===== src/rssi_pwm_indicator_defines.vh =====
// Constants of the signal-strength pulse-width indicator
`ifndef RSSI_PWM_INDICATOR_DEFINES_VH
`define RSSI_PWM_INDICATOR_DEFINES_VH

// Clock rate in MHz
`define CLOCK_MHZ          125
// Total pulse period in ns (64 us)
`define PERIOD_NS          64000
// Smallest high-time increment in ns
`define STEP_NS            144
// Duty resolution in steps per period (445)
`define STEP_COUNT         9'h1bd
// Hold-time unit in ms
`define HOLD_UNIT_MS       100

// Hold-time setting: reset value (4 s) and the never-expire code
`define HOLD_RESET         8'h28
`define HOLD_FOREVER       8'hff
`define HOLD_NONE          8'h00

// First pin function select
`define FUNC_OFF           2'h0
`define FUNC_STRENGTH      2'h1
`define FUNC_PASS          2'h2
`define FUNC_RESET         2'h1

// Strength mapping: 24 % at sensitivity (107 steps)
`define DUTY_AT_SENS       24'sh00006b
// 1.7 % per dB = 7.566 steps, scaled by 256 (1937)
`define DUTY_SLOPE         24'sh000791
`define DUTY_SLOPE_SHIFT   8
// Floor for signals below sensitivity: 1 % (5 steps)
`define DUTY_MIN           24'sh000005
// Full scale (445 steps)
`define DUTY_FULL          24'sh0001bd

`endif


===== src/rssi_pwm_indicator.v =====
// Signal-strength pulse-width indicator for the first pulse pin
//
// Operation
// Pulse period fixed at 64 us.
// 445 duty steps of 144 ns each.
// Above sensitivity duty 24 to 100 percent.
// Zero percent duty means indicator inactive.
// At or below sensitivity duty 1 to 24 percent.
// 10/20/30 dB give 41/58/75 percent.
// Nonzero hold setting times display in 100 ms.
// Hold expiry forces zero duty until packet.
// Zero duty from reset until first packet.
// Setting 0xFF never times out.
// Hold setting 0 to 0xFF, resets 0x28.
// Pin function off, strength or pass-through.
// Packet reloads timer, interpolates, saturates at full.
// New duty applied only at period start.
`timescale 1ns/10ps
`default_nettype none
`include "rssi_pwm_indicator_defines.vh"

module rssi_pwm_indicator #(
    parameter PERIOD_CYCLES = `PERIOD_NS * `CLOCK_MHZ / 1000,
    parameter PERIOD_W      = 13,
    parameter TENTH_CYCLES  = `HOLD_UNIT_MS * 1000 * `CLOCK_MHZ,
    parameter TENTH_W       = 24
) (
    input  wire       clock,
    input  wire       rst_b,
    input  wire       packet_received,
    input  wire [7:0] packet_strength_db,
    input  wire       hold_time_load,
    input  wire [7:0] hold_time_value,
    input  wire       pin_function_load,
    input  wire [1:0] pin_function_value,
    input  wire [8:0] passed_duty_steps,
    output reg        first_pulse_output,
    output reg  [7:0] strength_pulse_hold_time,
    output reg  [1:0] first_pulse_pin_function,
    output reg  [8:0] shown_duty_steps,
    output wire       indicator_active
);

    localparam integer STEP_CYCLES =
        (`STEP_NS * `CLOCK_MHZ + 999) / 1000;
    localparam integer PERIOD_LAST_I = PERIOD_CYCLES - 1;
    localparam integer TENTH_LAST_I  = TENTH_CYCLES - 1;
    localparam integer STEP_LAST_I   = STEP_CYCLES - 1;
    // Counter end points cut to their counter widths
    localparam [PERIOD_W-1:0] PERIOD_LAST = PERIOD_LAST_I[PERIOD_W-1:0];
    localparam [TENTH_W-1:0]  TENTH_LAST  = TENTH_LAST_I[TENTH_W-1:0];
    localparam [4:0]          STEP_LAST   = STEP_LAST_I[4:0];
    localparam [8:0]          STEP_TOP    = `STEP_COUNT - 9'h001;

    // Display states, one-hot
    localparam [2:0] ST_DARK   = 3'h1;
    localparam [2:0] ST_HOLD   = 3'h2;
    localparam [2:0] ST_STEADY = 3'h4;

    // Signed dB above sensitivity to duty steps
    function [8:0] strength_to_steps;
        input [7:0] db;
        reg signed [23:0] prod;
        reg signed [23:0] val;
        begin
            prod = $signed({{16{db[7]}}, db}) * `DUTY_SLOPE;
            val  = `DUTY_AT_SENS + (prod >>> `DUTY_SLOPE_SHIFT);
            if (val > `DUTY_FULL) begin
                val = `DUTY_FULL;
            end else if (val < `DUTY_MIN) begin
                val = `DUTY_MIN;
            end
            strength_to_steps = val[8:0];
        end
    endfunction

    // Display state that a packet starts, from the hold setting
    function [2:0] state_on_packet;
        input [7:0] hold;
        begin
            if (hold == `HOLD_FOREVER) begin
                state_on_packet = ST_STEADY;
            end else if (hold == `HOLD_NONE) begin
                state_on_packet = ST_DARK;
            end else begin
                state_on_packet = ST_HOLD;
            end
        end
    endfunction

    // Pass-through duty limited to full scale
    function [8:0] clamp_duty;
        input [8:0] steps;
        begin
            if (steps > `STEP_COUNT) begin
                clamp_duty = `STEP_COUNT;
            end else begin
                clamp_duty = steps;
            end
        end
    endfunction

    reg [2:0]          state;
    reg [2:0]          next_state;
    reg [7:0]          hold_left;
    reg [7:0]          next_hold_left;
    reg [TENTH_W-1:0]  tenth_cnt;
    reg [8:0]          strength_steps;
    reg [PERIOD_W-1:0] period_cnt;
    reg [4:0]          step_div;
    reg [8:0]          step_idx;
    reg [8:0]          pending_duty;
    reg [8:0]          next_strength_steps;
    reg [TENTH_W-1:0]  next_tenth_cnt;
    reg [PERIOD_W-1:0] next_period_cnt;
    reg [4:0]          next_step_div;
    reg [8:0]          next_step_idx;
    reg [8:0]          next_shown;
    reg                next_pin;

    wire tenth_tick   = (tenth_cnt == TENTH_LAST);
    wire period_start = (period_cnt == PERIOD_LAST);
    wire step_tick    = (step_div == STEP_LAST);
    wire hold_last    = (hold_left <= 8'h01);

    assign indicator_active = (shown_duty_steps != 9'h000);

    // Hold setting
    always @(posedge clock or negedge rst_b) begin
        if (!rst_b) begin
            strength_pulse_hold_time <= `HOLD_RESET;
        end else if (hold_time_load) begin
            strength_pulse_hold_time <= hold_time_value;
        end
    end

    // Pin function; unsupported code 3 is ignored
    always @(posedge clock or negedge rst_b) begin
        if (!rst_b) begin
            first_pulse_pin_function <= `FUNC_RESET;
        end else if (pin_function_load && pin_function_value != 2'h3) begin
            first_pulse_pin_function <= pin_function_value;
        end
    end

    // Latest packet strength in steps
    always @* begin
        next_strength_steps = strength_steps;
        if (packet_received) begin
            next_strength_steps = strength_to_steps(packet_strength_db);
        end
    end

    // Strength register
    always @(posedge clock or negedge rst_b) begin
        if (!rst_b) begin
            strength_steps <= 9'h000;
        end else begin
            strength_steps <= next_strength_steps;
        end
    end

    // Hold timer base: restarts on each packet
    always @* begin
        next_tenth_cnt = tenth_cnt + {{(TENTH_W-1){1'b0}}, 1'b1};
        if (packet_received || tenth_tick) begin
            next_tenth_cnt = {TENTH_W{1'b0}};
        end
    end

    // Hold timer base register
    always @(posedge clock or negedge rst_b) begin
        if (!rst_b) begin
            tenth_cnt <= {TENTH_W{1'b0}};
        end else begin
            tenth_cnt <= next_tenth_cnt;
        end
    end

    // Display state; a packet wins over a same-cycle expiry
    always @* begin
        next_state     = state;
        next_hold_left = hold_left;
        if (packet_received) begin
            next_hold_left = strength_pulse_hold_time;
            next_state     = state_on_packet(strength_pulse_hold_time);
        end else begin
            case (state)
                ST_DARK: begin
                    next_state = ST_DARK;
                end
                ST_HOLD: begin
                    if (tenth_tick) begin
                        if (hold_last) begin
                            next_hold_left = 8'h00;
                            next_state     = ST_DARK;
                        end else begin
                            next_hold_left = hold_left - 8'h01;
                        end
                    end
                end
                ST_STEADY: begin
                    next_state = ST_STEADY;
                end
                default: begin
                    next_state = ST_DARK;
                end
            endcase
        end
    end

    // State register
    always @(posedge clock or negedge rst_b) begin
        if (!rst_b) begin
            state     <= ST_DARK;
            hold_left <= 8'h00;
        end else begin
            state     <= next_state;
            hold_left <= next_hold_left;
        end
    end

    // Duty wanted for the next period
    always @* begin
        case (first_pulse_pin_function)
            `FUNC_STRENGTH: begin
                if (state == ST_DARK) begin
                    pending_duty = 9'h000;
                end else begin
                    pending_duty = strength_steps;
                end
            end
            `FUNC_PASS: begin
                pending_duty = clamp_duty(passed_duty_steps);
            end
            default: begin
                pending_duty = 9'h000;
            end
        endcase
    end

    // Next values of the period and step counters
    always @* begin
        next_period_cnt = period_cnt + {{(PERIOD_W-1){1'b0}}, 1'b1};
        next_step_div   = step_div;
        next_step_idx   = step_idx;
        if (period_start) begin
            next_period_cnt = {PERIOD_W{1'b0}};
            next_step_div   = 5'h00;
            next_step_idx   = 9'h000;
        end else if (step_tick) begin
            next_step_div = 5'h00;
            if (step_idx != STEP_TOP) begin
                next_step_idx = step_idx + 9'h001;
            end
        end else begin
            next_step_div = step_div + 5'h01;
        end
    end

    // Period and step counter registers
    always @(posedge clock or negedge rst_b) begin
        if (!rst_b) begin
            period_cnt <= {PERIOD_W{1'b0}};
            step_div   <= 5'h00;
            step_idx   <= 9'h000;
        end else begin
            period_cnt <= next_period_cnt;
            step_div   <= next_step_div;
            step_idx   <= next_step_idx;
        end
    end

    // Duty and pin level for the coming cycle
    always @* begin
        next_shown = shown_duty_steps;
        next_pin   = (step_idx < shown_duty_steps);
        if (period_start) begin
            next_shown = pending_duty;
            next_pin   = (pending_duty != 9'h000);
        end
    end

    // Duty latched at the period boundary only
    always @(posedge clock or negedge rst_b) begin
        if (!rst_b) begin
            shown_duty_steps <= 9'h000;
        end else begin
            shown_duty_steps <= next_shown;
        end
    end

    // Pin: high while step index lies below the duty
    always @(posedge clock or negedge rst_b) begin
        if (!rst_b) begin
            first_pulse_output <= 1'b0;
        end else begin
            first_pulse_output <= next_pin;
        end
    end

endmodule // rssi_pwm_indicator

`default_nettype wire


===== config.mk =====
export PLATFORM = sky130hd
export DESIGN_NAME = rssi_pwm_indicator
export DESIGN_NICKNAME = d
export VERILOG_FILES = /design/src/rssi_pwm_indicator.v
export VERILOG_INCLUDE_DIRS = /design/src
export SDC_FILE = /design/constraint.sdc
export NUM_CORES = 1
export LEC_CHECK = 0
export ABC_AREA = 1
export BUFFER_PORTS_ARGS = -buffer_cell sky130_fd_sc_hd__buf_2
export CORE_MARGIN = 1.5
export CORE_UTILIZATION = 50
export DETAILED_ROUTE_END_ITERATION = 10
export GPL_TIMING_DRIVEN = 0
export MAX_ROUTING_LAYER = met4
export PLACE_DENSITY = 0.75
export SLEW_MARGIN = 20
export SYNTH_ARGS = -nofsm -noshare
export SYNTH_HDL_FRONTEND = slang
export SYNTH_SLANG_ARGS = --single-unit

===== constraint.sdc =====
create_clock -name clock -period 2.7 [get_ports clock]
set_input_delay 0.54 -clock clock [delete_from_list [all_inputs] [get_ports clock]]
set_output_delay 0.54 -clock clock [all_outputs]
set_load 0.01 [all_outputs]

==> flow_metrics.py <==
metrics = {
    "power_and_ir_drop": {
        "p_per_area_mw_per_mm2": 880,
        "power.internal_mw": 3.95,
        "p_sw_mw": 3.39,
        "max-vdd-ir-drop_v": 0.000956,
        "power_mw": 7.34,
        "p_sw_share_pct": 46.2,
        "power_leakage_nw": 4.10,
        "p_clk_share_pct": 16.5,
        "combPwrFrac_pct": 62.2,
        "seq_power_share_pct": 21.3,
    },
    "synth": {
        "synth_edf_count": 0,
        "synth_area_per_cell_um2": 7.53,
        "synthCells": 904,
        "synth-main-ff-cell": "dfrtp_1",
        "ys_ff_latch": 91,
        "synth_nets": 1011,
        "yosysUniqueCellTypes": 51,
        "ys_warn_count": 0,
        "synthArstFlopShare_pct": 100,
        "synth_area_mm2": 0.00681,
        "ys_seq_area_share_pct": 33.5,
    },
    "sta": {
        "worstMarginPinSlew_ns": 0.615,
        "slew_headroom_pct": 58.6,
        "rsz0062_at_grt": "true",
        "hold_viol": 0,
        "tns_ns": -13.81,
        "setup_viol": 9,
        "slew_viol_final": 0,
        "fin_skew_ns": 0.00782,
        "fin_crit_sh_pct": 159,
        "fin_ws_ns": -1.59,
        "fin_crit_ns": 4.29,
        "fmax_mhz": 233,
    },
    "drt": {
        "vias_per_cell": 5.31,
        "routedWlPerCell_um": 13.7,
        "routed_wl_um": 16000,
        "drc": 0,
        "dr.pass1.iters": 5,
        "drtIter0Drc": 387,
        "num_vias": 6199,
        "postRouteAntennaNets": 0,
    },
    "setup_path": {
        "crit_path_start_kind": "input port",
        "critPathBufInv": 4,
        "r2r_end": "hold_left[2]$_DFFE_PN0P_",
        "max_stage_delay_ns": 0.57,
        "endpoint": "strength_steps[5]$_DFFE_PN0P_",
        "crit_path_start": "packet_strength_db[7]",
        "required_ns": 2.93,
        "ff2ff_setup_slack_ns": 0.18,
        "ff2ff_path_depth": 12,
        "worstPathArrival_ns": 4.52,
        "worst_path_most_repeated_cell": "nand2_2",
        "cpMaxStageDelayCell": "fa_1",
        "critPathMaxFanout": 8,
        "worstSetupPathType": "input port to flop",
        "reg2reg_from": "tenth_cnt[19]$_DFF_PN0_",
        "crit_family": "adder cells",
        "critical_path_depth": 27,
        "end_kind": "flop",
    },
    "global_routing": {
        "grt_overflow_total": 0,
        "grt_max_degree": 58,
        "first_global_vias": 5965,
        "grtUsageTotal_pct": 23.2,
        "grt_pass1_wl_um": 26500,
        "antenna_found_initial": 0,
    },
    "min_path": {
        "hold_path_class": "input port to asynchronous set/reset pin",
    },
    "clocking": {
        "htree_num_levels": 3,
        "insertion_delay_ns": 0.34,
        "clk_pin_slew_ns": 0.07,
        "cts_buffers": 9,
        "clockRootBuffer": "clkbuf_16",
        "max-clock-path-buffers": 2,
        "cts_hold_buf": 0,
        "clock_sink_count": 91,
        "cts_tree": "built",
    },
    "die": {
        "dieArea_mm2": 0.0143,
        "dieHeight_um": 120,
        "initial_core_util_pct": 51.4,
        "pin_count": 53,
        "rows": 42,
        "die_w_um": 120,
        "design.core.area_mm2": 0.0132,
    },
    "layout": {
        "final_nets": 1094,
        "area_growth_pct": 22.5,
        "final_cell_area_mm2": 0.00834,
        "n_antenna_cell": 0,
        "drive_gt1_share_pct": 23.6,
        "fillers": 1135,
    },
    "job": {
        "cap_violations": 0,
    },
    "run_status": {
        "status": "complete, but fails checks",
        "violations": "negative setup slack",
    },
    "place": {
        "place.gp.congestion": 0.857,
        "dpl-instance-area_mm2": 0.00746,
        "post-place-ws_ns": -2.09,
        "dpl.hpwl_um": 11500,
        "io_buffers": 52,
    },
}
-- worst min path at each step --
stage	end	slack, ns	depth (start not counted)
after global placement	tenth_cnt[0]$_DFF_PN0_	0.44	1
after detailed placement	step_div[2]$_DFF_PN0_	0.45	1
final	step_div[2]$_DFF_PN0_	0.07	1
after floorplan	first_pulse_output$_DFF_PN0_	0.24	0
after CTS	step_div[2]$_DFF_PN0_	0.09	1
after global routing	step_div[2]$_DFF_PN0_	0.10	1
-- registers in the layout, summed over array words and instances (netlist names), 5 cells and up --
signal and cells:
tenth_cnt 24, period_cnt 13, shown_duty_steps 9, step_idx 9, strength_steps 9, hold_left 8, strength_pulse_hold_time 8, step_div 5
-- synthesized netlist by cell type, types with 2 or more instances --
cell type	number	area [um2]
o22ai_1	2	12.5
nand2_4	4	45.0
ha_1	60	751
nor3b_1	3	22.5
xnor2_1	5	43.8
inv_2	3	11.3
fa_1	15	300
nand4_1	15	93.8
inv_1	142	533
nor2_1	93	349
nor2_2	5	31.3
dfstp_2	4	105
nand2_1	190	713
a21o_1	5	37.5
and3_1	2	12.5
dfrtp_1	87	2180
nand3b_1	4	30.0
nand2_2	18	113
a21oi_1	47	235
xor2_1	7	61.3
o21ai_1	3	15.0
clkinv_1	2	7.51
clkbuf_1	7	26.3
nor2_4	2	22.5
o21ai_0	52	260
or2_2	2	12.5
a22oi_1	3	22.5
o221ai_1	2	17.5
nor4_1	9	56.3
nor3_1	33	165
nand3_2	4	40.0
o21a_1	5	37.5
nand3_1	50	250
a31oi_1	2	12.5
-- routing by layer --
| layer | routed length (um) | up-vias | global-route usage [%] | part of all wire, % |
|---|---|---|---|---|
| li1 | - | 3113 | - | - |
| met1 | 7140 | 2955 | 29.5 | 45 |
| met2 | 8050 | 112 | 39.0 | 50 |
| met3 | 573 | 19 | 3.75 | 3.6 |
| met4 | 216 | 0 | 5.36 | 1.4 |
| met5 | 0 | - | - | 0 |
-- layout by cell type (no fill, tap or decap), types with 7 or more instances in the layout --
| cell type | count |
|---|---|
| ha_4 | 14 |
| ha_1 | 45 |
| nand3_1 | 42 |
| clkbuf_16 | 9 |
| nand3_2 | 12 |
| nand4_1 | 15 |
| inv_1 | 129 |
| nor2_1 | 79 |
| nand2_1 | 160 |
| nor4_1 | 9 |
| nor2_4 | 7 |
| dfrtp_1 | 87 |
| a21oi_1 | 40 |
| clkbuf_1 | 7 |
| inv_2 | 14 |
| xor2_1 | 7 |
| fa_1 | 15 |
| buf_2 | 46 |
| o21ai_0 | 50 |
| nand2_2 | 37 |
| nand2_4 | 15 |
| buf_4 | 20 |
| nor2_2 | 14 |
| nor3_1 | 32 |
-- cells by family after synthesis --
kind of cell	after synthesis	synth area share, %
flip-flops	91	33.5
AO/OA/AOI/OAI	129	10.7
AND/OR/NAND/NOR	439	29.8
adder cells (fa/ha/maj)	75	15.4
XOR/XNOR	13	1.78
buffers and inverters	157	8.84
-- power groups by stage --
| stage | Sequential, mW | Clock, mW | Combinational (mW) |
|---|---|---|---|
| after floorplan | 1.57 | 0 | 2.54 |
| after global placement | 1.58 | 0 | 3.04 |
| after detailed placement | 1.58 | 0 | 3.09 |
| after CTS | 1.56 | 1.22 | 3.96 |
| after global routing | 1.57 | 1.28 | 5.01 |
| final | 1.56 | 1.21 | 4.57 |
-- timing repair --
item                                    CTS  global route
gates resized for setup                  64            50
cloned                                    1             0
buffers inserted                         14             4
endpoints found under the setup margin    9            11
hold endpoints to repair                  0             0
pin swaps                                42            44
-- cell type report --
| class | instances | area (um2) | area share (%) |
|---|---|---|---|
| well taps | 176 | 220 | 2.64 |
| repair buffers | 71 | 483 | 5.79 |
| plain buffers | 10 | 50.0 | 0.600 |
| flip-flops and latches | 91 | 2280 | 27.4 |
| multi-input cells | 657 | 4450 | 53.3 |
| clock inverters | 5 | 36.3 | 0.435 |
| inverters | 147 | 566 | 6.78 |
| clock buffers | 11 | 253 | 3.03 |
-- through the flow --
stage	cells	hold WS, ns	utilization (%)
floorplan	904	0.244	-
global placement	1132	0.440	56.1
detailed placement	1133	0.448	56.3
CTS	1164	0.0899	61.2
global route	1168	0.101	63.0
finish	1168	0.0746	63.0
Note: power is estimated with default switching activity, not from simulation.
